==> config.mk <==
export PLATFORM = sky130hd
export DESIGN_NAME = mpp_port
export DESIGN_NICKNAME = d
export VERILOG_FILES = /design/src/logic/mpp_pkg.sv /design/src/logic/mpp_stream_if.sv /design/src/logic/mpp_port.sv /design/src/logic/mpp_fifo.sv
export SDC_FILE = /design/constraint.sdc
export NUM_CORES = 1
export LEC_CHECK = 0
export ABC_AREA = 0
export ABC_CLOCK_PERIOD_IN_PS = 14800
export BUFFER_PORTS_ARGS = -buffer_cell sky130_fd_sc_hd__buf_2
export CAP_MARGIN = 20
export CORE_ASPECT_RATIO = 1.25
export CORE_MARGIN = 2
export CORE_UTILIZATION = 40
export DETAILED_ROUTE_END_ITERATION = 10
export PLACE_DENSITY = 0.71
export REMOVE_ABC_BUFFERS = 1
export SYNTH_ARGS = -nofsm -noshare
export SYNTH_HDL_FRONTEND = slang
export SYNTH_SLANG_ARGS = --single-unit
==> constraint.sdc <==
create_clock -name ref_clk_i -period 14.8 [get_ports ref_clk_i]
set_clock_uncertainty 0.05 [all_clocks]
set_input_delay 2.22 -clock ref_clk_i [delete_from_list [all_inputs] [get_ports ref_clk_i]]
set_output_delay 2.22 -clock ref_clk_i [all_outputs]
set_load 0.01 [all_outputs]
==> src/logic/mpp_pkg.sv <==
// Constants shared by the bus port and its write-data buffer.
package mpp_pkg;
  // Bus commands on the command/byte-enable lines.
  localparam logic [3:0] CMD_MEM_RD = 4'h6;
  localparam logic [3:0] CMD_MEM_WR = 4'h7;
  localparam logic [3:0] CMD_CFG_RD = 4'ha;
  localparam logic [3:0] CMD_CFG_WR = 4'hb;
  localparam logic [3:0] BE_ALL     = 4'h0;
  localparam logic [3:0] BE_NONE    = 4'hf;
  // Target wait states per access type.
  localparam logic [1:0] WAIT_CFG_RD = 2'h2;
  localparam logic [1:0] WAIT_REG_RD = 2'h3;
  localparam logic [1:0] WAIT_LB_RD  = 2'h3;
  localparam logic [1:0] WAIT_WR     = 2'h0;
  // Decoded target areas.
  localparam logic [1:0] AREA_CFG = 2'h0;
  localparam logic [1:0] AREA_REG = 2'h1;
  localparam logic [1:0] AREA_LB  = 2'h2;
  // Memory windows: upper address bits compared against a base.
  localparam int unsigned REG_WIN_BITS = 12;
  localparam int unsigned LB_WIN_BITS  = 16;
  localparam logic [31:0] REG_BASE = 32'h0000_0000;
  localparam logic [31:0] LB_BASE  = 32'h0001_0000;
  localparam logic [31:0] WORD_STEP = 32'h0000_0004;
  // Write buffer shape.
  localparam int unsigned FIFO_DEPTH = 8;
  localparam int unsigned DATA_W     = 32;
  localparam int unsigned LEN_W      = 8;
endpackage

==> src/logic/mpp_stream_if.sv <==
// Valid/ready word stream between the port and its buffer.
`timescale 1ns/1ps
`default_nettype none
interface mpp_stream_if #(
  parameter int unsigned W = 32
);
  logic         valid;
  logic         ready;
  logic [W-1:0] data;
  modport src (output valid, output data, input ready);
  modport snk (input valid, input data, output ready);
endinterface
`default_nettype wire

==> src/logic/mpp_port.sv <==
// Bus port: burst initiator for the DMA engine and three-area target.
`timescale 1ns/1ps
`default_nettype none
// Overview of operation
// - Address and command are valid in the first clock FRAME is asserted.
// - Reads leave one turnaround; target drives data only after DEVSEL.
// - As target, TRDY is never asserted before DEVSEL.
// - Target read data is valid no earlier than two clocks after address.
// - Target data drivers stay on until the read transaction ends.
// - A word moves only when IRDY and TRDY are both asserted.
// - As initiator, FRAME drops only together with IRDY for the last phase.
// - Writes need no turnaround; data follows the address at once.
// - Initiator write wait keeps data but withdraws byte enables.
// - Last phase is IRDY with FRAME off; it ends when TRDY comes.
// - Unchained DMA memory bursts, and the first of a chain, run with zero initiator wait states.
// - Chained fast bursts: one wait on first data of later transactions.
// - As target, wait cycles are made by holding TRDY off.
// - Target waits: config read 2, register/local read 3, writes 0.
// - Local bus reads also wait for the peripheral's local ready.
// - DMA traffic to host memory always uses burst transactions.
// - Target decodes config space, on-chip registers and local bus.
// - In demultiplexed configuration parity is driven constantly low.
module mpp_port #(
  parameter int unsigned DEPTH = mpp_pkg::FIFO_DEPTH,
  parameter int unsigned LW    = mpp_pkg::LEN_W
) (
  // Clock and reset
  input  wire logic          ref_clk_i,
  input  wire logic          rst_i,
  // Bus pins
  input  wire logic [31:0]   ad_i,
  output logic [31:0]        ad_o,
  output logic               ad_oe_o,
  input  wire logic [3:0]    cbe_n_i,
  output logic [3:0]         cbe_n_o,
  output logic               cbe_oe_o,
  input  wire logic          frame_n_i,
  output logic               frame_n_o,
  output logic               frame_oe_o,
  input  wire logic          irdy_n_i,
  output logic               irdy_n_o,
  output logic               irdy_oe_o,
  input  wire logic          trdy_n_i,
  output logic               trdy_n_o,
  output logic               trdy_oe_o,
  input  wire logic          devsel_n_i,
  output logic               devsel_n_o,
  output logic               devsel_oe_o,
  input  wire logic          idsel_i,
  output logic               par_o,
  output logic               par_oe_o,
  output logic               req_n_o,
  input  wire logic          gnt_n_i,
  input  wire logic          demux_mode_i,
  // DMA engine
  input  wire logic          dma_req_i,
  input  wire logic          dma_write_i,
  input  wire logic          dma_fbb_i,
  input  wire logic [31:0]   dma_addr_i,
  input  wire logic [LW-1:0] dma_len_i,
  output logic               dma_ack_o,
  input  wire logic [31:0]   dma_wdata_i,
  input  wire logic          dma_wvalid_i,
  output logic               dma_wready_o,
  output logic [31:0]        dma_rdata_o,
  output logic               dma_rvalid_o,
  // Target user side
  output logic               tgt_rd_o,
  output logic               tgt_wr_o,
  output logic [1:0]         tgt_area_o,
  output logic [31:0]        tgt_addr_o,
  output logic [31:0]        tgt_wdata_o,
  output logic [3:0]         tgt_be_n_o,
  input  wire logic [31:0]   tgt_rdata_i,
  input  wire logic          local_ready_n_i
);
  initial begin
    if (LW < 2 || (2 ** LW) <= DEPTH) begin
      $error("Length width must cover the buffer depth");
    end
  end

  typedef enum logic [2:0] {M_IDLE, M_ADDR, M_WAIT, M_DATA, M_END} mpp_m_t;
  typedef enum logic [1:0] {T_IDLE, T_DATA, T_END} mpp_t_t;

  mpp_m_t                  m_state;
  mpp_t_t                  t_state;
  logic [31:0]             m_ad;
  logic [LW-1:0]           m_cnt;
  logic                    m_write;
  logic                    m_wait1;
  logic [31:0]             t_ad;
  logic [1:0]              t_wait;
  logic                    t_write;
  logic                    t_drive;
  logic                    frame_prev;
  logic [$clog2(DEPTH):0]  fifo_cnt;
  logic                    xfer;
  logic                    m_go_ok;
  logic                    m_want;
  logic                    m_start;
  logic                    m_chain;
  logic                    m_own;
  logic                    t_hit;
  logic [1:0]              t_hit_area;
  logic                    t_ready;
  logic                    t_last;

  mpp_stream_if #(.W(32)) wr_s ();
  mpp_stream_if #(.W(32)) rd_s ();

  assign wr_s.valid   = dma_wvalid_i;
  assign wr_s.data    = dma_wdata_i;
  assign dma_wready_o = wr_s.ready;

  mpp_fifo #(.W(32), .DEPTH(DEPTH)) u_fifo (
    .ref_clk_i (ref_clk_i),
    .rst_i     (rst_i),
    .wr        (wr_s),
    .rd        (rd_s),
    .count_o   (fifo_cnt)
  );

  // ****************************************************************
  // Initiator
  // ****************************************************************
  assign xfer = !irdy_n_i && !trdy_n_i;
  // A write burst starts only with its whole payload buffered, so the
  // initiator never has to pause for data in mid-burst.
  assign m_want = dma_req_i && (!dma_write_i ||
    LW'(fifo_cnt) >= dma_len_i);
  assign m_go_ok = m_want && !gnt_n_i;
  assign m_start = m_state == M_IDLE && m_go_ok && t_state == T_IDLE &&
    frame_n_i && irdy_n_i;
  assign m_chain = m_state == M_DATA && xfer && m_cnt == LW'(1) &&
    m_go_ok && dma_fbb_i;
  assign m_own = m_state != M_IDLE;
  assign req_n_o = !(m_own || m_want);
  assign dma_ack_o = m_start || m_chain;
  assign rd_s.ready = m_write && (m_state == M_ADDR ||
    (m_state == M_DATA && xfer && m_cnt != LW'(1)));

  always_ff @(posedge ref_clk_i or posedge rst_i) begin
    if (rst_i) begin
      m_state <= M_IDLE;
      m_cnt   <= '0;
      m_write <= 1'b0;
      m_wait1 <= 1'b0;
    end else begin
      case (m_state)
        M_IDLE: begin
          if (m_start) begin
            m_state <= M_ADDR;
            m_cnt   <= dma_len_i;
            m_write <= dma_write_i;
            m_wait1 <= 1'b0;
          end
        end
        M_ADDR: begin
          m_state <= m_wait1 ? M_WAIT : M_DATA;
        end
        M_WAIT: begin
          m_state <= M_DATA;
        end
        M_DATA: begin
          if (xfer) begin
            if (m_cnt != LW'(1)) begin
              m_cnt <= m_cnt - 1'b1;
            end else if (m_chain) begin
              m_state <= M_ADDR;
              m_cnt   <= dma_len_i;
              m_write <= dma_write_i;
              m_wait1 <= 1'b1;
            end else begin
              m_state <= M_END;
            end
          end
        end
        M_END: begin
          m_state <= M_IDLE;
        end
        default: begin
          m_state <= M_IDLE;
        end
      endcase
    end
  end

  always_ff @(posedge ref_clk_i or posedge rst_i) begin
    if (rst_i) begin
      m_ad <= '0;
    end else if (m_start || m_chain) begin
      m_ad <= dma_addr_i;
    end else if (rd_s.ready) begin
      m_ad <= rd_s.data;
    end
  end

  always_ff @(posedge ref_clk_i or posedge rst_i) begin
    if (rst_i) begin
      dma_rdata_o  <= '0;
      dma_rvalid_o <= 1'b0;
    end else begin
      dma_rvalid_o <= m_state == M_DATA && !m_write && xfer;
      if (m_state == M_DATA && !m_write && xfer) begin
        dma_rdata_o <= ad_i;
      end
    end
  end

  // ****************************************************************
  // Target
  // ****************************************************************
  always_comb begin
    t_hit_area = mpp_pkg::AREA_CFG;
    t_hit      = 1'b0;
    if (idsel_i && (cbe_n_i == mpp_pkg::CMD_CFG_RD ||
        cbe_n_i == mpp_pkg::CMD_CFG_WR)) begin
      t_hit = 1'b1;
    end else if (cbe_n_i == mpp_pkg::CMD_MEM_RD ||
        cbe_n_i == mpp_pkg::CMD_MEM_WR) begin
      if (ad_i[31:mpp_pkg::REG_WIN_BITS] ==
          mpp_pkg::REG_BASE[31:mpp_pkg::REG_WIN_BITS]) begin
        t_hit      = 1'b1;
        t_hit_area = mpp_pkg::AREA_REG;
      end else if (ad_i[31:mpp_pkg::LB_WIN_BITS] ==
          mpp_pkg::LB_BASE[31:mpp_pkg::LB_WIN_BITS]) begin
        t_hit      = 1'b1;
        t_hit_area = mpp_pkg::AREA_LB;
      end
    end
    t_hit = t_hit && !frame_n_i && frame_prev && t_state == T_IDLE &&
      !m_own;
  end

  // Local bus reads stretch until the peripheral reports ready.
  assign t_ready = t_state == T_DATA && t_wait == 2'h0 && (t_write ||
    tgt_area_o != mpp_pkg::AREA_LB || !local_ready_n_i);
  assign t_last = frame_n_i;
  assign tgt_rd_o = t_state == T_DATA && !t_write;

  function automatic logic [1:0] rd_wait(input logic [1:0] area);
    rd_wait = (area == mpp_pkg::AREA_CFG) ? mpp_pkg::WAIT_CFG_RD :
      (area == mpp_pkg::AREA_REG) ? mpp_pkg::WAIT_REG_RD :
      mpp_pkg::WAIT_LB_RD;
  endfunction

  always_ff @(posedge ref_clk_i or posedge rst_i) begin
    if (rst_i) begin
      t_state    <= T_IDLE;
      t_wait     <= '0;
      t_write    <= 1'b0;
      t_drive    <= 1'b0;
      tgt_area_o <= '0;
      tgt_addr_o <= '0;
      frame_prev <= 1'b1;
    end else begin
      frame_prev <= frame_n_i;
      case (t_state)
        T_IDLE: begin
          if (t_hit) begin
            t_state    <= T_DATA;
            t_write    <= cbe_n_i[0];
            tgt_area_o <= t_hit_area;
            tgt_addr_o <= ad_i;
            t_wait     <= cbe_n_i[0] ? mpp_pkg::WAIT_WR :
              rd_wait(t_hit_area);
          end
        end
        T_DATA: begin
          t_drive <= !t_write;
          if (t_wait != 2'h0) begin
            t_wait <= t_wait - 1'b1;
          end else if (t_ready && !irdy_n_i) begin
            if (t_last) begin
              t_state <= T_END;
            end else begin
              tgt_addr_o <= tgt_addr_o + mpp_pkg::WORD_STEP;
              t_wait     <= t_write ? mpp_pkg::WAIT_WR :
                rd_wait(tgt_area_o);
            end
          end
        end
        T_END: begin
          t_state <= T_IDLE;
          t_drive <= 1'b0;
        end
        default: begin
          t_state <= T_IDLE;
        end
      endcase
    end
  end

  always_ff @(posedge ref_clk_i or posedge rst_i) begin
    if (rst_i) begin
      t_ad        <= '0;
      tgt_wr_o    <= 1'b0;
      tgt_wdata_o <= '0;
      tgt_be_n_o  <= mpp_pkg::BE_NONE;
    end else begin
      if (t_state == T_DATA && !t_write && t_wait <= 2'h1) begin
        t_ad <= tgt_rdata_i;
      end
      tgt_wr_o <= t_state == T_DATA && t_write && t_ready && !irdy_n_i;
      if (t_state == T_DATA && t_write && t_ready && !irdy_n_i) begin
        tgt_wdata_o <= ad_i;
        tgt_be_n_o  <= cbe_n_i;
      end
    end
  end

  // ****************************************************************
  // Pin drivers
  // ****************************************************************
  always_comb begin
    cbe_n_o = mpp_pkg::BE_ALL;
    if (m_state == M_ADDR) begin
      cbe_n_o = m_write ? mpp_pkg::CMD_MEM_WR : mpp_pkg::CMD_MEM_RD;
    end else if (m_state == M_WAIT && m_write) begin
      cbe_n_o = mpp_pkg::BE_NONE;
    end
  end

  assign ad_oe_o = m_state == M_ADDR ||
    (m_write && (m_state == M_WAIT || m_state == M_DATA)) ||
    (t_state == T_DATA && t_drive);
  assign ad_o = m_own ? m_ad : t_ad;
  assign cbe_oe_o = m_own && m_state != M_END;
  assign frame_oe_o = m_own;
  assign frame_n_o = !(m_state == M_ADDR || m_state == M_WAIT ||
    (m_state == M_DATA && m_cnt != LW'(1)));
  assign irdy_oe_o = m_own && m_state != M_ADDR;
  assign irdy_n_o = m_state != M_DATA;
  assign devsel_oe_o = t_state != T_IDLE;
  assign devsel_n_o = t_state != T_DATA;
  assign trdy_oe_o = t_state != T_IDLE;
  assign trdy_n_o = !t_ready;

  logic par_q;
  logic par_en;
  always_ff @(posedge ref_clk_i or posedge rst_i) begin
    if (rst_i) begin
      par_q  <= 1'b0;
      par_en <= 1'b0;
    end else begin
      par_q  <= ^{ad_o, cbe_n_o};
      par_en <= ad_oe_o;
    end
  end
  assign par_o = demux_mode_i ? 1'b0 : par_q;
  assign par_oe_o = demux_mode_i || par_en;

  // ****************************************************************
  // Checks
  // ****************************************************************
  a_addr_phase_valid: assert property (
    @(posedge ref_clk_i) disable iff (rst_i)
    m_state == M_ADDR |-> ad_oe_o && cbe_oe_o && !frame_n_o &&
      cbe_n_o[3:1] == 3'h3)
    else $error("Address phase lacks address or command");
  a_read_turnaround: assert property (
    @(posedge ref_clk_i) disable iff (rst_i)
    m_state == M_ADDR && !m_write |=> !ad_oe_o)
    else $error("Initiator kept data lines on a read");
  a_trdy_needs_devsel: assert property (
    @(posedge ref_clk_i) disable iff (rst_i)
    !trdy_n_o |-> !devsel_n_o && devsel_oe_o)
    else $error("TRDY asserted without DEVSEL");
  a_tgt_read_late: assert property (
    @(posedge ref_clk_i) disable iff (rst_i)
    t_hit && !cbe_n_i[0] |=> !ad_oe_o && trdy_n_o)
    else $error("Target read data came too early");
  a_tgt_drive_hold: assert property (
    @(posedge ref_clk_i) disable iff (rst_i)
    t_state == T_DATA && t_drive |=> t_state == T_END || ad_oe_o)
    else $error("Target released data lines mid read");
  a_frame_drop: assert property (
    @(posedge ref_clk_i) disable iff (rst_i)
    frame_oe_o && $rose(frame_n_o) && m_state == M_DATA |-> !irdy_n_o)
    else $error("FRAME dropped without IRDY");
  a_zero_wait: assert property (
    @(posedge ref_clk_i) disable iff (rst_i)
    m_state == M_ADDR && !m_wait1 |=> !irdy_n_o)
    else $error("Initiator inserted a wait state");
  a_fbb_one_wait: assert property (
    @(posedge ref_clk_i) disable iff (rst_i)
    m_state == M_ADDR && m_wait1 |=> irdy_n_o ##1 !irdy_n_o)
    else $error("Chained burst wait count wrong");
  a_be_withdraw: assert property (
    @(posedge ref_clk_i) disable iff (rst_i)
    m_state == M_WAIT && m_write |-> ad_oe_o && cbe_n_o == 4'hf)
    else $error("Byte enables not withdrawn in write wait");
  a_cfg_read_wait: assert property (
    @(posedge ref_clk_i) disable iff (rst_i)
    t_hit && cbe_n_i == 4'ha |=> trdy_n_o [*2] ##1 !trdy_n_o)
    else $error("Config read wait count wrong");
  a_reg_read_wait: assert property (
    @(posedge ref_clk_i) disable iff (rst_i)
    t_hit && cbe_n_i == 4'h6 && t_hit_area == 2'h1
      |=> trdy_n_o [*3] ##1 !trdy_n_o)
    else $error("Register read wait count wrong");
  a_write_no_wait: assert property (
    @(posedge ref_clk_i) disable iff (rst_i)
    t_hit && cbe_n_i[0] |=> !trdy_n_o && !devsel_n_o)
    else $error("Target write was not zero wait");
  a_idle_float: assert property (
    @(posedge ref_clk_i) disable iff (rst_i)
    !m_own && t_state == T_IDLE |-> !ad_oe_o && !frame_oe_o &&
      !trdy_oe_o && !irdy_oe_o)
    else $error("Outputs driven while idle");
  a_par_low: assert property (
    @(posedge ref_clk_i) disable iff (rst_i)
    demux_mode_i |-> par_oe_o && !par_o)
    else $error("Parity not held low in demux mode");
endmodule
`default_nettype wire

==> src/logic/mpp_fifo.sv <==
// Write-data FIFO with a fill count for burst admission.
`timescale 1ns/1ps
`default_nettype none
module mpp_fifo #(
  parameter int unsigned W     = 32,
  parameter int unsigned DEPTH = 8
) (
  // Clock and reset
  input  wire logic             ref_clk_i,
  input  wire logic             rst_i,
  // Streams
  mpp_stream_if.snk             wr,
  mpp_stream_if.src             rd,
  // Fill level
  output logic [$clog2(DEPTH):0] count_o
);
  localparam int unsigned AW = $clog2(DEPTH);

  initial begin
    if (DEPTH < 2 || (DEPTH & (DEPTH - 1)) != 0) begin
      $error("FIFO depth must be a power of two of at least 2");
    end
  end

  logic [W-1:0]  mem [DEPTH];
  logic [AW-1:0] wr_ptr;
  logic [AW-1:0] rd_ptr;
  logic [AW:0]   cnt;
  logic          push;
  logic          pop;

  assign wr.ready = (cnt != (AW+1)'(DEPTH));
  assign rd.valid = (cnt != '0);
  assign rd.data  = mem[rd_ptr];
  assign push     = wr.valid & wr.ready;
  assign pop      = rd.valid & rd.ready;
  assign count_o  = cnt;

  always_ff @(posedge ref_clk_i) begin
    if (push) begin
      mem[wr_ptr] <= wr.data;
    end
  end

  always_ff @(posedge ref_clk_i or posedge rst_i) begin
    if (rst_i) begin
      wr_ptr <= '0;
      rd_ptr <= '0;
      cnt    <= '0;
    end else begin
      if (push) begin
        wr_ptr <= wr_ptr + 1'b1;
      end
      if (pop) begin
        rd_ptr <= rd_ptr + 1'b1;
      end
      if (push && !pop) begin
        cnt <= cnt + 1'b1;
      end else if (pop && !push) begin
        cnt <= cnt - 1'b1;
      end
    end
  end
endmodule
`default_nettype wire

Yosys cells after proc, flatten, opt, wreduce, memory -nomap -nowiden
Memories as Yosys holds them, arrays and structs flattened.
Index checks and enable logic that the tools add are counted.
Storage, ports and cells
  register bits: 200
  bits in writable memories: 256
  input port bits: 154
  output and inout port bits: 156
  logic and storage cells: 212
  memories kept: 1
Memory list
  u_fifo.mem: words 8, bits a word 32, rd ports 1, clocked after Yosys merged registers in 0, write ports 1, RTL line mpp_fifo.sv:25  | logic [W-1:0] mem [DEPTH];
Operators by class
  add/subtract/negate cells: 7
  magnitude comparators: 2
  equality and inequality tests: 30
  muxes and demuxes: 60
  bitwise logic cells: 2
  reduce and logical (&&, ||, !) cells: 87
Operators by type and width (count)
  $mux 32: 7
  $pmux 32 s2: 1
  $logic_and 1x1->1: 36
  $reduce_xor 36->1: 1
  $add 32x3->32 const B: 1
  $mux 8: 4
  $mux 2: 14
  $logic_not 20->1: 1
  $mux 1: 19
  $ne 2x2->1 const B: 9
  $eq 16x1->1 const B: 1
  $mux 4: 4
  $pmux 8 s2: 1
  $logic_not 1->1: 14
  $logic_or 1x1->1: 14
  $reduce_bool 2->1: 7
  $mux 3: 4
  $pmux 3 s4: 1
  $reduce_and 4->1: 3
  $reduce_and 5->1: 2
  $ne 3x2->1 const B: 3
  $eq 4x3->1 const B: 2
  $eq 4x4->1 const B: 2
  $eq 8x1->1 const B: 1
  25 further kinds: 36

Longest topological paths before layout
Gate-level depths: netlist of the first run.
  depth after elaboration: 11
  gate-level depth with buffers: 14
  gate-level depth less buffers: 14

Hierarchy
A second synthesis of the first run with hierarchy kept.
Unflattened totals
  cell total of the unflattened synthesis: 1397
  area total of the unflattened synthesis: 20118.0 um^2
Modules (own cells, without submodules)
  mpp_fifo: times used 1, cells each 433, area an instance 10357.4 um^2, sequential area each 7937.6 um^2
  mpp_port: times used 1, cells each 964, area an instance 9760.6 um^2, sequential area each 4760.8 um^2

Worst setup path before layout of the first run
OpenSTA, ideal clock, no wires.
  path type: input-to-reg
  start: in dma_wvalid_i
  end: mem u_fifo.mem[4][0], enable pin
  library setup time: 0.513 ns
  data arrival time: 5.752 ns
  required time: 14.237 ns
  setup slack: 8.485 ns
  cell stages on the path: 2
  buffers on the path: 0
  cells stage by stage: nand2_1 -> nor4b_1
On the way
  cells in the longest elaborated chain, start to end: 3
Ends and longest elaborated chain
  start: declaration: RTL line mpp_port.sv:63  | input wire logic dma_wvalid_i,
  $and 1x1->1: RTL line mpp_fifo.sv:35  | assign push = wr.valid & wr.ready;
  $mux 1: RTL line mpp_fifo.sv:40  | if (push) begin
  $mux 1 (implied by the code): RTL line mpp_fifo.sv:41  | mem[wr_ptr] <= wr.data;
  end: declaration: RTL line mpp_fifo.sv:25
No other way between the ends.

Worst setup path in the final report of the first run
  start: in dma_len_i[0]
  end: out dma_ack_o
On the way
  cells in the longest elaborated chain, start to end: 9
  elaborated cells between the ends (all ways): 11
  those cells by class: order compare: 1; reduce/logical: 10
Ends and longest elaborated chain
  start: declaration: RTL line mpp_port.sv:60  | input wire logic [LW-1:0] dma_len_i,
  $ge 4x8->1 (*): RTL line mpp_port.sv:131  | LW'(fifo_cnt) >= dma_len_i);
  $logic_or 1x1->1 (*): RTL line mpp_port.sv:130  | assign m_want = dma_req_i && (!dma_write_i ||
  $logic_and 1x1->1 (*): RTL line mpp_port.sv:130
  $logic_and 1x1->1 (*): RTL line mpp_port.sv:132  | assign m_go_ok = m_want && !gnt_n_i;
  $logic_and 1x1->1 (3 in a row): RTL line mpp_port.sv:133  | assign m_start = m_state == M_IDLE && m_go_ok && t_state == T_IDLE &&
  $logic_and 1x1->1: RTL line mpp_port.sv:134  | frame_n_i && irdy_n_i;
  $logic_or 1x1->1 (*): RTL line mpp_port.sv:139  | assign dma_ack_o = m_start || m_chain;
  end: declaration: RTL line mpp_port.sv:61  | output logic dma_ack_o,
Every way passes the cells marked *; elsewhere a longest branch is shown, timed or not.

==> results of run 1 <==
-- worst max-delay path by stage --
stage | from | endpoint | slack (ns)
CTS | dma_len_i[0] | dma_ack_o | 8.21
floorplan | rst_i | dma_rdata_o[0] | 7.08
global route | dma_len_i[0] | dma_ack_o | 8.11
detailed placement | dma_len_i[0] | dma_ack_o | 8.19
global placement | dma_len_i[0] | dma_ack_o | 8.16
finish | dma_len_i[0] | dma_ack_o | 8.23
-- final cells by class --
cell class / instances / area (µm²)
clock buffer: 62 / 1280
tap: 644 / 806
multi-input combinational: 812 / 6700
sequential: 456 / 12700
timing repair buffer: 331 / 1730
fill: 4188 / 24800
inverter: 22 / 92.6
antenna: 4 / 10.0
clock inverter: 22 / 314
-- cells in the mapped netlist, drive strengths merged (4+ instances only) --
master   number
a22oi        11
a21o          6
o221a         5
and2          4
nand2       168
dfstp         5
xnor2        35
nor3         27
o22ai         9
nand3        17
clkbuf       56
mux4         64
nand4b        4
ha           15
or3           4
nand4        12
nand2b        5
mux2i        40
dfrtp       195
nor3b         4
mux2        101
o2bb2ai       6
edfxtp      256
a221o        32
or2           6
inv          22
a21oi        38
and3          4
xor2          6
o21ai        47
buf          18
nor4         18
nor2         79
-- per-layer routing --
metal	vias to the layer above	wire [µm]	track usage (%)
met5	-	76	0
met4	12	1420	6.65
met3	96	3380	4.22
met2	471	25800	34.5
met1	6574	19800	24.1
li1	5768	-	-
-- cells by family (layout without fill, tap and decap cells) --
kind of cell / after synthesis / count (layout)
compound gates: 177 / 177
xor+xnor: 47 / 47
fa+ha+maj: 16 / 16
buf+inv: 96 / 437
flops: 456 / 456
mux: 205 / 205
other cells: 0 / 4
simple gates: 367 / 367
-- tightest hold or removal path, delay by kind of cell (launching register included) --
kind | cells | cell delay (ns)
and+or+nand+nor | 2 | 0.10
DFF | 1 | 0.34
-- flip-flops by register name, indices dropped and copies added (netlist names), 2 cells and up --
| signal | flops |
|---|---|
| dma_rdata_o | 32 |
| m_ad | 32 |
| m_cnt | 8 |
| m_state | 3 |
| t_ad | 32 |
| t_state | 2 |
| t_wait | 2 |
| tgt_addr_o | 32 |
| tgt_area_o | 2 |
| tgt_be_n_o | 4 |
| tgt_wdata_o | 32 |
| u_fifo.count_o | 4 |
| u_fifo.mem | 256 |
| u_fifo.rd_ptr | 3 |
| u_fifo.wr_ptr | 3 |
-- power by group --
part	internal, mW	switching (mW)	total, mW	leakage [nW]
Combinational	0.698	0.687	1.38	4.18
Sequential	1.59	0.149	1.74	4.95
Clock	0.716	0.493	1.21	0.774
Total	3.00	1.33	4.33	9.90
-- metrics by stage --
step	hold WS, ns	cell area (µm²)	setup WS, ns	utilization (%)	instances
floorplan	0.414	19400	7.08	-	1290
global placement	0.409	22000	8.16	45.4	2263
detailed placement	0.409	22000	8.19	45.5	2264
CTS	0.432	23600	8.21	48.8	2348
global route	0.461	23600	8.11	48.8	2351
finish	0.428	23600	8.23	48.8	2353
-- placed cells by master, fill, tap and decap left out, types with 5 or more instances in the layout --
cell,Yosys,routed
mux2_2,97,97
nand4_1,12,12
inv_1,21,20
a21oi_1,38,38
dfstp_2,5,5
nand3_1,17,16
edfxtp_1,256,256
mux2i_1,40,40
buf_2,1,308
xor2_1,6,6
clkbuf_8,0,7
clkinv_2,0,7
o2bb2ai_1,6,6
a21o_1,6,6
ha_1,15,15
a22oi_1,11,11
a221o_1,32,32
nor3_1,27,23
buf_4,2,21
nand2_1,168,168
dfrtp_1,195,192
bufinv_16,0,6
clkbuf_1,56,9
clkbuf_16,0,46
o22ai_1,9,9
mux4_2,64,64
xnor2_1,35,35
nor2_1,78,76
nand2b_1,5,5
o221a_2,5,5
nor4_1,18,17
o21ai_0,46,46
==> metrics.yaml, run 1 <==
outcome: "complete, no violations"
post_cts_buffers: 0
path_clk_slew_ns: 0.06
max_freq_mhz: 152
cts_hold_buf: 0
whs_path_depth: 2
critPathMaxFanout: 45
cts_resized: 0
critPathSlowestCell: "buf_4"
cts_tree: "done"
worstReg2RegEnd: "par_q"
area_growth_pct: 20.0
path_common_cell: "buf_2"
netlist_instances: 1364
rr_worst_depth: 9
ir_worst_vdd_mv: 0.150
drv_cap: 0
worstHoldStart: "tgt_wdata_o[1]"
synth-simple-area-share_pct: 8.55
synth_top_area_share_pct: 39.0
syn_area_um2: 19700
htreeDepth: 2
cp_num_buf_inv: 3
drive_above_1_share_pct: 35.4
worstPathArrival_ns: 4.30
grt_usage_pct: 19.7
grt_overflow_total: 0
synthArstFlopShare_pct: 43.9
crit_cells: 9
hold_viol_final: 0
yosysWarnings: 0
setup_tns_ns: 0
critical_path_class: "input port to primary output"
path_cells: "buf_2 > ha_1 > nand2b_1 > a21oi_1 > o21ai_0 > a21boi_0 > a211oi_4 > buf_4 > buf_2"
total_power_mw: 4.33
drv_slew: 0
initial_core_util_pct: 40.7
cts_buffers: 45
syn_avg_cell_area_um2: 14.4
first_global_vias: 13200
rows: 90
crit_required_ns: 12.53
final-setup-viol-count: 0
finalWorstPathRequiredPeriod_ns: 6.57
synth_area_leader_cell: "edfxtp_1"
tightest_slew_ns: 1.03
slew_headroom_pct: 31.1
gp_congestion: 0.858
antenna_found_initial: 9
routed_wl_um: 50500
ys_types: 67
p_leak_nw: 9.90
synthXorXnorAreaFrac_pct: 2.53
clk_latency_ns: 0.58
dr.pass1.iters: 5
power_density_nw_per_um2: 183
cp-end-kind: "primary output"
die_h_um: 252
crit_path_start_kind: "input port"
synth_fa_ha_area_share_pct: 1.05
cts_root_buf: "clkbuf_16"
core_um2: 48400
wire_per_inst_um: 21.5
numPortBuffers: 308
grt_max_degree: 128
antenna_left: 0
synth_compound_area_share_pct: 6.23
min_path_type: "register to register"
die_x_um: 203
critPathMaxStageDelay_ns: 0.56
via_per_inst: 5.49
dp_hpwl_um: 33200
grt_pass1_wl_um: 77400
synth.area.mux_share_pct: 15.2
rsz0062_at_grt: "no"
cpLargestDelayFamily: "buffers and inverters"
synth-seq-cells: 456
synth_area_leaders: "edfxtp_1 39%, dfrtp_1 25%, mux4_2 7.3%"
synth_top_family_by_area: "multiplexers"
clock-sinks: 456
synth_edf_count: 256
clockBufferDepth: 3
pin_count: 310
drt_iter0_drc: 855
r2r-start: "m_state[2]"
r2r_slack_ns: 10.86
nNetsFinal: 1838
ys.flop_type: "edfxtp_1"
hold_end: "tgt_wdata_o[1]"
finalCritPeriodShare_pct: 44.4
die_area_um2: 51100
drc: 0
synth-seq-area-share_pct: 64.4
vias: 12900
Note: power is estimated with default switching activity, not from simulation.
==> run 2, diff against run 1 <==
Settings changed: ABC_AREA 0 to 1, ABC_CLOCK_PERIOD_IN_PS 14800 to 6000, PLACE_DENSITY 0.71 to 0.73.
Clock period 14.8 ns to 6 ns, I/O delays scaled along.
==> metrics.yaml, run 2 <==
outcome: "complete, no violations"
finalNonFillerCells: 3249  # +38%
tightest_slew_ns: 1.11  # +0.0763 ns
regMostFlops: "u_fifo.mem"
grt_usage_pct: 21.7  # +2.0 points
initial_core_util_pct: 40.7  # about the same
cts_hold_buf: 0  # unchanged
ys.flop_type: "edfxtp_1"
synthArstFlopShare_pct: 43.9  # unchanged
worstReg2RegEnd: "u_fifo.count_o[3]"
synth_area_leader_cell: "edfxtp_1"
cts_tree: "done"
rows: 93  # +3.3%
routed_wl_um: 59900  # +19%
layout_commonest_cell: "nand2_1"
p_leak_nw: 11.2  # +13%
critical_path_class: "register to primary output"
finalWorstPathRequiredPeriod_ns: 4.81
cts_buffers: 46  # +2.2%
comb_power_share_pct: 43.4  # +11 points
die_x_um: 209  # +3.2%
netlist_instances: 2279  # +67%
rr_worst_depth: 19  # +10
via_per_inst: 5.29  # -3.7%
synth-seq-cells: 456  # unchanged
die_area_um2: 54400  # +6.5%
drive_above_1_share_pct: 18.3  # -17 points
crit_required_ns: 5.05  # -7.48 ns
yosysWarnings: 0  # unchanged
p_sw_share_pct: 43.1  # +12 points
drv_cap: 0  # unchanged
path_clk_slew_ns: 0.06  # about the same
r2r-start: "m_state[2]"
critPathMaxFanout: 43  # -4.4%
antenna_found_initial: 6  # -3
power_density_nw_per_um2: 543  # +200%
grt_max_degree: 127  # -0.78%
area_growth_pct: 17.2
layout_common_cells: "622 x nand2_1, 308 x buf_2, 257 x nor2_1"
drc: 0  # unchanged
grt_pass1_wl_um: 91700  # +19%
htreeDepth: 2  # unchanged
drt_iter0_drc: 1492  # +75%
crit_path_start_kind: "register"
final-setup-viol-count: 0  # unchanged
antenna_left: 0  # unchanged
die_h_um: 260  # +3.2%
internal-power_mw: 7.60  # +150%
rsz0062_at_grt: "no"
min_path_type: "input port to async pin"
synth_top_area_share_pct: 36.6  # -2.4 points
nNetsFinal: 2715  # +48%
cp-end-kind: "primary output"
worstPathArrival_ns: 3.86  # -0.44 ns
synth.most_common_cell: "nand2_1"
worst_slack_ns: 1.19  # -7.05 ns
dp.cells: 3162  # +40%
largest_reg_flops: 256  # unchanged
r2r_slack_ns: 1.92  # -8.94 ns
total_power_mw: 13.4  # +210%
slew_headroom_pct: 25.9  # -5.1 points
clock-sinks: 456  # unchanged
seqPwrFrac_pct: 34.8  # -5.3 points
pin_count: 310  # unchanged
ir_worst_vdd_mv: 0.262  # +75%
max_freq_mhz: 208
core_um2: 51700  # +6.7%
synth-seq-area-share_pct: 60.4  # -4.0 points
dr.pass1.iters: 7  # +2
wire_per_inst_um: 18.5  # -14%
cts_root_buf: "clkbuf_16"
drv_slew: 0  # unchanged
synth_area_leaders: "edfxtp_1 37%, dfrtp_1 23%, nand2_1 11%"
ys_types: 48  # -28%
place_ws_ns: 1.65  # -6.54 ns
synth_commonest_cells: "623 x nand2_1, 265 x nor2_1, 256 x edfxtp_1"
clkPwrFrac_pct: 21.7  # -6.2 points
first_global_vias: 16700  # +27%
gp_congestion: 0.968  # +13%
syn_avg_cell_area_um2: 9.22  # -36%
finalCritPeriodShare_pct: 80.2
synth_edf_count: 256  # unchanged
hold_viol_final: 0  # unchanged
grt_overflow_total: 0  # unchanged
dp_hpwl_um: 39500  # +19%
syn_area_um2: 21000  # +6.6%
cts_resized: 0  # unchanged
power_switching_mw: 5.76  # +330%
clk_latency_ns: 0.59  # about the same
post_cts_buffers: 0  # unchanged
clockBufferDepth: 3  # unchanged
vias: 17200  # +33%
final_util_pct: 47.6  # -1.2 points
numPortBuffers: 308  # unchanged
## run 2: cells by family (layout without fill, tap and decap cells)
family,after synthesis,in the layout,share of synthesized area (%)
other,0,2,0
buffers and inverters,302,605,6.13
AOI/OAI and AO/OA,397,397,10.3
DFF,456,456,60.4
and+or+nand+nor,1077,1077,20.8
xor gates and xnor gates,27,27,1.13
adders and majority gates,16,16,0.989
muxes,4,4,0.208
## run 2: worst max-delay path, cell delays in order, from the launching register on
cell and delay (ns):
dfrtp_1 0.44, nor2_4 0.64, nand2_4 0.52, nor3_1 0.54, nand3_1 0.22, nand2_2 0.59
buf_2 0.26
## run 2: area by class of cell
class	instances	area, µm²
Multi-Input combinational cell	1521	7090
Inverter	188	714
Clock inverter	27	254
Timing Repair Buffer	332	1730
Antenna cell	2	5.00
Fill cell	4761	27000
Clock buffer	58	1280
Tap cell	665	832
Sequential cell	456	12700
## run 2: how the worst max path moves through the flow
stage / cells after the start / end / startpoint
final: 6 / dma_ack_o / m_state[2]
after global routing: 6 / dma_ack_o / m_state[1]
after CTS: 6 / dma_ack_o / m_state[2]
after detailed placement: 6 / dma_ack_o / m_state[2]
after global placement: 6 / dma_ack_o / m_state[2]
after floorplan: 1 / dma_rdata_o[0] / rst_i
## run 2: power groups by stage
| stage | clock network [mW] | registers, mW | logic [mW] |
|---|---|---|---|
| 3_3_place_gp | 0 | 4.66 | 5.61 |
| 4_1_cts | 2.96 | 4.65 | 5.84 |
| 2_1_floorplan | 0 | 4.76 | 3.61 |
| 5_1_grt | 3.07 | 4.74 | 6.54 |
| 3_5_place_dp | 0 | 4.70 | 5.81 |
| 6_report | 2.91 | 4.65 | 5.80 |
## run 2: per-stage QoR
stage	area, µm²	hold WS (ns)	TNS (ns)
5_1_grt	24600	0.361	0
2_1_floorplan	20400	0.392	-77.17
3_5_place_dp	23100	0.416	0
4_1_cts	24600	0.337	0
6_report	24600	0.329	0
3_3_place_gp	23100	0.406	0
## run 2: metal layers
| layer | up-vias | share of wire [%] | track usage [%] |
|---|---|---|---|
| met5 | - | 0.073 | 0 |
| met4 | 6 | 4.5 | 10.7 |
| met3 | 167 | 7.4 | 3.97 |
| met2 | 753 | 50 | 38.2 |
| met1 | 8163 | 38 | 25.5 |
| li1 | 8096 | - | - |
==> run 3, diff against run 2 <==
Settings changed: ABC_CLOCK_PERIOD_IN_PS 6000 to 4650, PLACE_DENSITY 0.73 to 0.7.
Clock period 6 ns to 4.65 ns, I/O delays scaled along.
==> metrics.yaml, run 3 (same netlist as run 2, synthesis figures left out) <==
multi_input_area_um2: 7090  # unchanged
tightest_slew_ns: 1.10  # -0.00409 ns
wl_met2_um: 30000  # +0.36%
ff_latch_area_um2: 12700  # unchanged
min_path_type: "input port to register"
vias: 17200  # -0.012%
grt_overflow_total: 0  # unchanged
whs_ns: 0.194  # -0.135 ns
cts_buffers: 47  # +2.2%
total_power_mw: 17.6  # +32%
numPortBuffers: 308  # unchanged
clkPwrFrac_pct: 23.1  # +1.4 points
initial_core_util_pct: 40.7  # unchanged
p_leak_nw: 11.2  # +0.77%
hold_viol_final: 0  # unchanged
routed_wl_um: 61000  # +1.7%
first_global_vias: 16600  # -0.65%
clk_latency_ns: 0.59  # about the same
slew_headroom_pct: 26.2  # +0.27 points
finalWorstPathRequiredPeriod_ns: 3.64
largest_reg_flops: 256  # unchanged
drc: 0  # unchanged
gp_congestion: 0.920  # -5.0%
final_util_pct: 48.0  # +0.34 points
cp-end-kind: "primary output"
routed.top_layer: "met5"
pin_count: 310  # unchanged
path_clk_slew_ns: 0.07  # about the same
whs_path_depth: 1
drive_above_1_share_pct: 18.3  # +0.028 points
antenna_left: 0  # unchanged
power_density_nw_per_um2: 711  # +31%
regMostFlops: "u_fifo.mem"
setup_tns_ns: 0  # unchanged
place_area_um2: 23100  # +0.23%
antenna_found_initial: 7  # +1
die_area_um2: 54400  # unchanged
rr_worst_depth: 19  # unchanged
worstHoldStart: "frame_n_i"
crit_path_start_kind: "register"
finalCritPeriodShare_pct: 78.2
seqPwrFrac_pct: 34.3  # -0.5 points
grt_usage_pct: 22.1  # +0.44 points
rows: 93  # unchanged
r2r_slack_ns: 1.20  # -0.72 ns
grt_max_degree: 130  # +2.4%
critical_path_class: "register to primary output"
p_sw_share_pct: 42.5  # -0.64 points
clockBufferDepth: 3  # unchanged
grt_pass1_wl_um: 92800  # +1.3%
layout_common_cells: "622 x nand2_1, 308 x buf_2, 257 x nor2_1"
postLayoutCellArea_um2: 24800  # +0.71%
max_freq_mhz: 275
cts_resized: 0  # unchanged
comb_power_share_pct: 42.6  # -0.8 points
worstReg2RegEnd: "u_fifo.count_o[3]"
clock-sinks: 456  # unchanged
wl_met1_um: 23900  # +4.5%
core_um2: 51700  # unchanged
drv_cap: 0  # unchanged
internal-power_mw: 10.1  # +33%
crit_required_ns: 3.90  # -1.15 ns
post_cts_buffers: 0  # unchanged
drt_iter0_drc: 1312  # -12%
worstPathArrival_ns: 2.89  # -0.97 ns
r2r-start: "m_state[2]"
cts_root_buf: "clkbuf_16"
wl_met3_um: 4480  # +0.56%
critPathMaxFanout: 13  # -70%
rsz0062_at_grt: "no"
area_growth_pct: 18.0
wire_per_inst_um: 18.7  # +1.5%
cts_tree: "done"
cts_hold_buf: 0  # unchanged
layout_commonest_cell: "nand2_1"
die_h_um: 260  # unchanged
drv_slew: 0  # unchanged
htreeDepth: 2  # unchanged
via_per_inst: 5.28  # -0.23%
n_fill_cell: 4832  # +1.5%
outcome: "complete, no violations"
die_x_um: 209  # unchanged
dp_hpwl_um: 40200  # +1.8%
dr.pass1.iters: 7  # unchanged
hold_end: "frame_prev"
power_switching_mw: 7.49  # +30%
final-setup-viol-count: 0  # unchanged
ir_worst_vdd_mv: 0.381  # +46%
nNetsFinal: 2720  # +0.18%
-- run 3: changes by cell type in the layout (fill, tap and decap cells not counted), moves of 3 or more --
cell       before  now
clkinv_4        5    2
clkbuf_8        6    1
bufinv_16       2    9
clkbuf_1        4   10
inv_6           2    5
-- run 3: how the worst max path moves through the flow --
| stage | startpoint | endpoint | slack, ns | cells past startpoint |
|---|---|---|---|---|
| after CTS | u_fifo.count_o[1] | dma_ack_o | 0.95 | 10 |
| after global routing | u_fifo.count_o[1] | dma_ack_o | 0.76 | 10 |
| final | u_fifo.count_o[1] | dma_ack_o | 1.01 | 10 |
| after global placement | ad_i[17] | tgt_addr_o[5] | 1.07 | 12 |
| after detailed placement | ad_i[31] | tgt_addr_o[4] | 0.95 | 12 |
| after floorplan | rst_i | dma_rdata_o[0] | -1.54 | 1 |
-- run 3: routing by layer --
layer  vias to the layer above  track usage, %
met2                       735            38.6
met3                       154            4.47
met5                         -               0
met1                      8156            26.3
met4                        12            10.2
li1                       8126               -
-- run 3: power groups by stage --
stage | logic, mW | clock network, mW | registers [mW]
final | 7.50 | 4.07 | 6.05
after global routing | 8.42 | 4.29 | 6.17
after CTS | 7.53 | 4.15 | 6.04
after detailed placement | 7.50 | 0 | 6.11
after global placement | 7.26 | 0 | 6.06
after floorplan | 4.66 | 0 | 6.14
-- run 3: worst max-delay path, stage by stage (launching register included) --
cell and delay, ns:
dfrtp_1 0.45, ha_1 0.33, a21oi_1 0.08, o21ai_0 0.13, o21ai_0 0.09, nand2_1 0.09, nand2_1 0.05, nor2_1 0.26
nand3_1 0.24, nand2_2 0.37, buf_2 0.21
-- run 3: per-stage QoR --
step	cells	worst slack, ns
after floorplan	2165	-1.54
after global placement	3166	1.07
after detailed placement	3166	0.946
after CTS	3254	0.954
after global routing	3255	0.756
final	3256	1.01
-- run 3: layout make-up --
type | count | area share, %
well taps | 665 | 3.36
clock inverters | 30 | 1.73
clock buffers | 58 | 4.95
multi-input cells | 1521 | 28.6
repair buffers | 336 | 7.22
flip-flops and latches | 456 | 51.2
inverters | 188 | 2.88
diodes | 2 | 0.0202
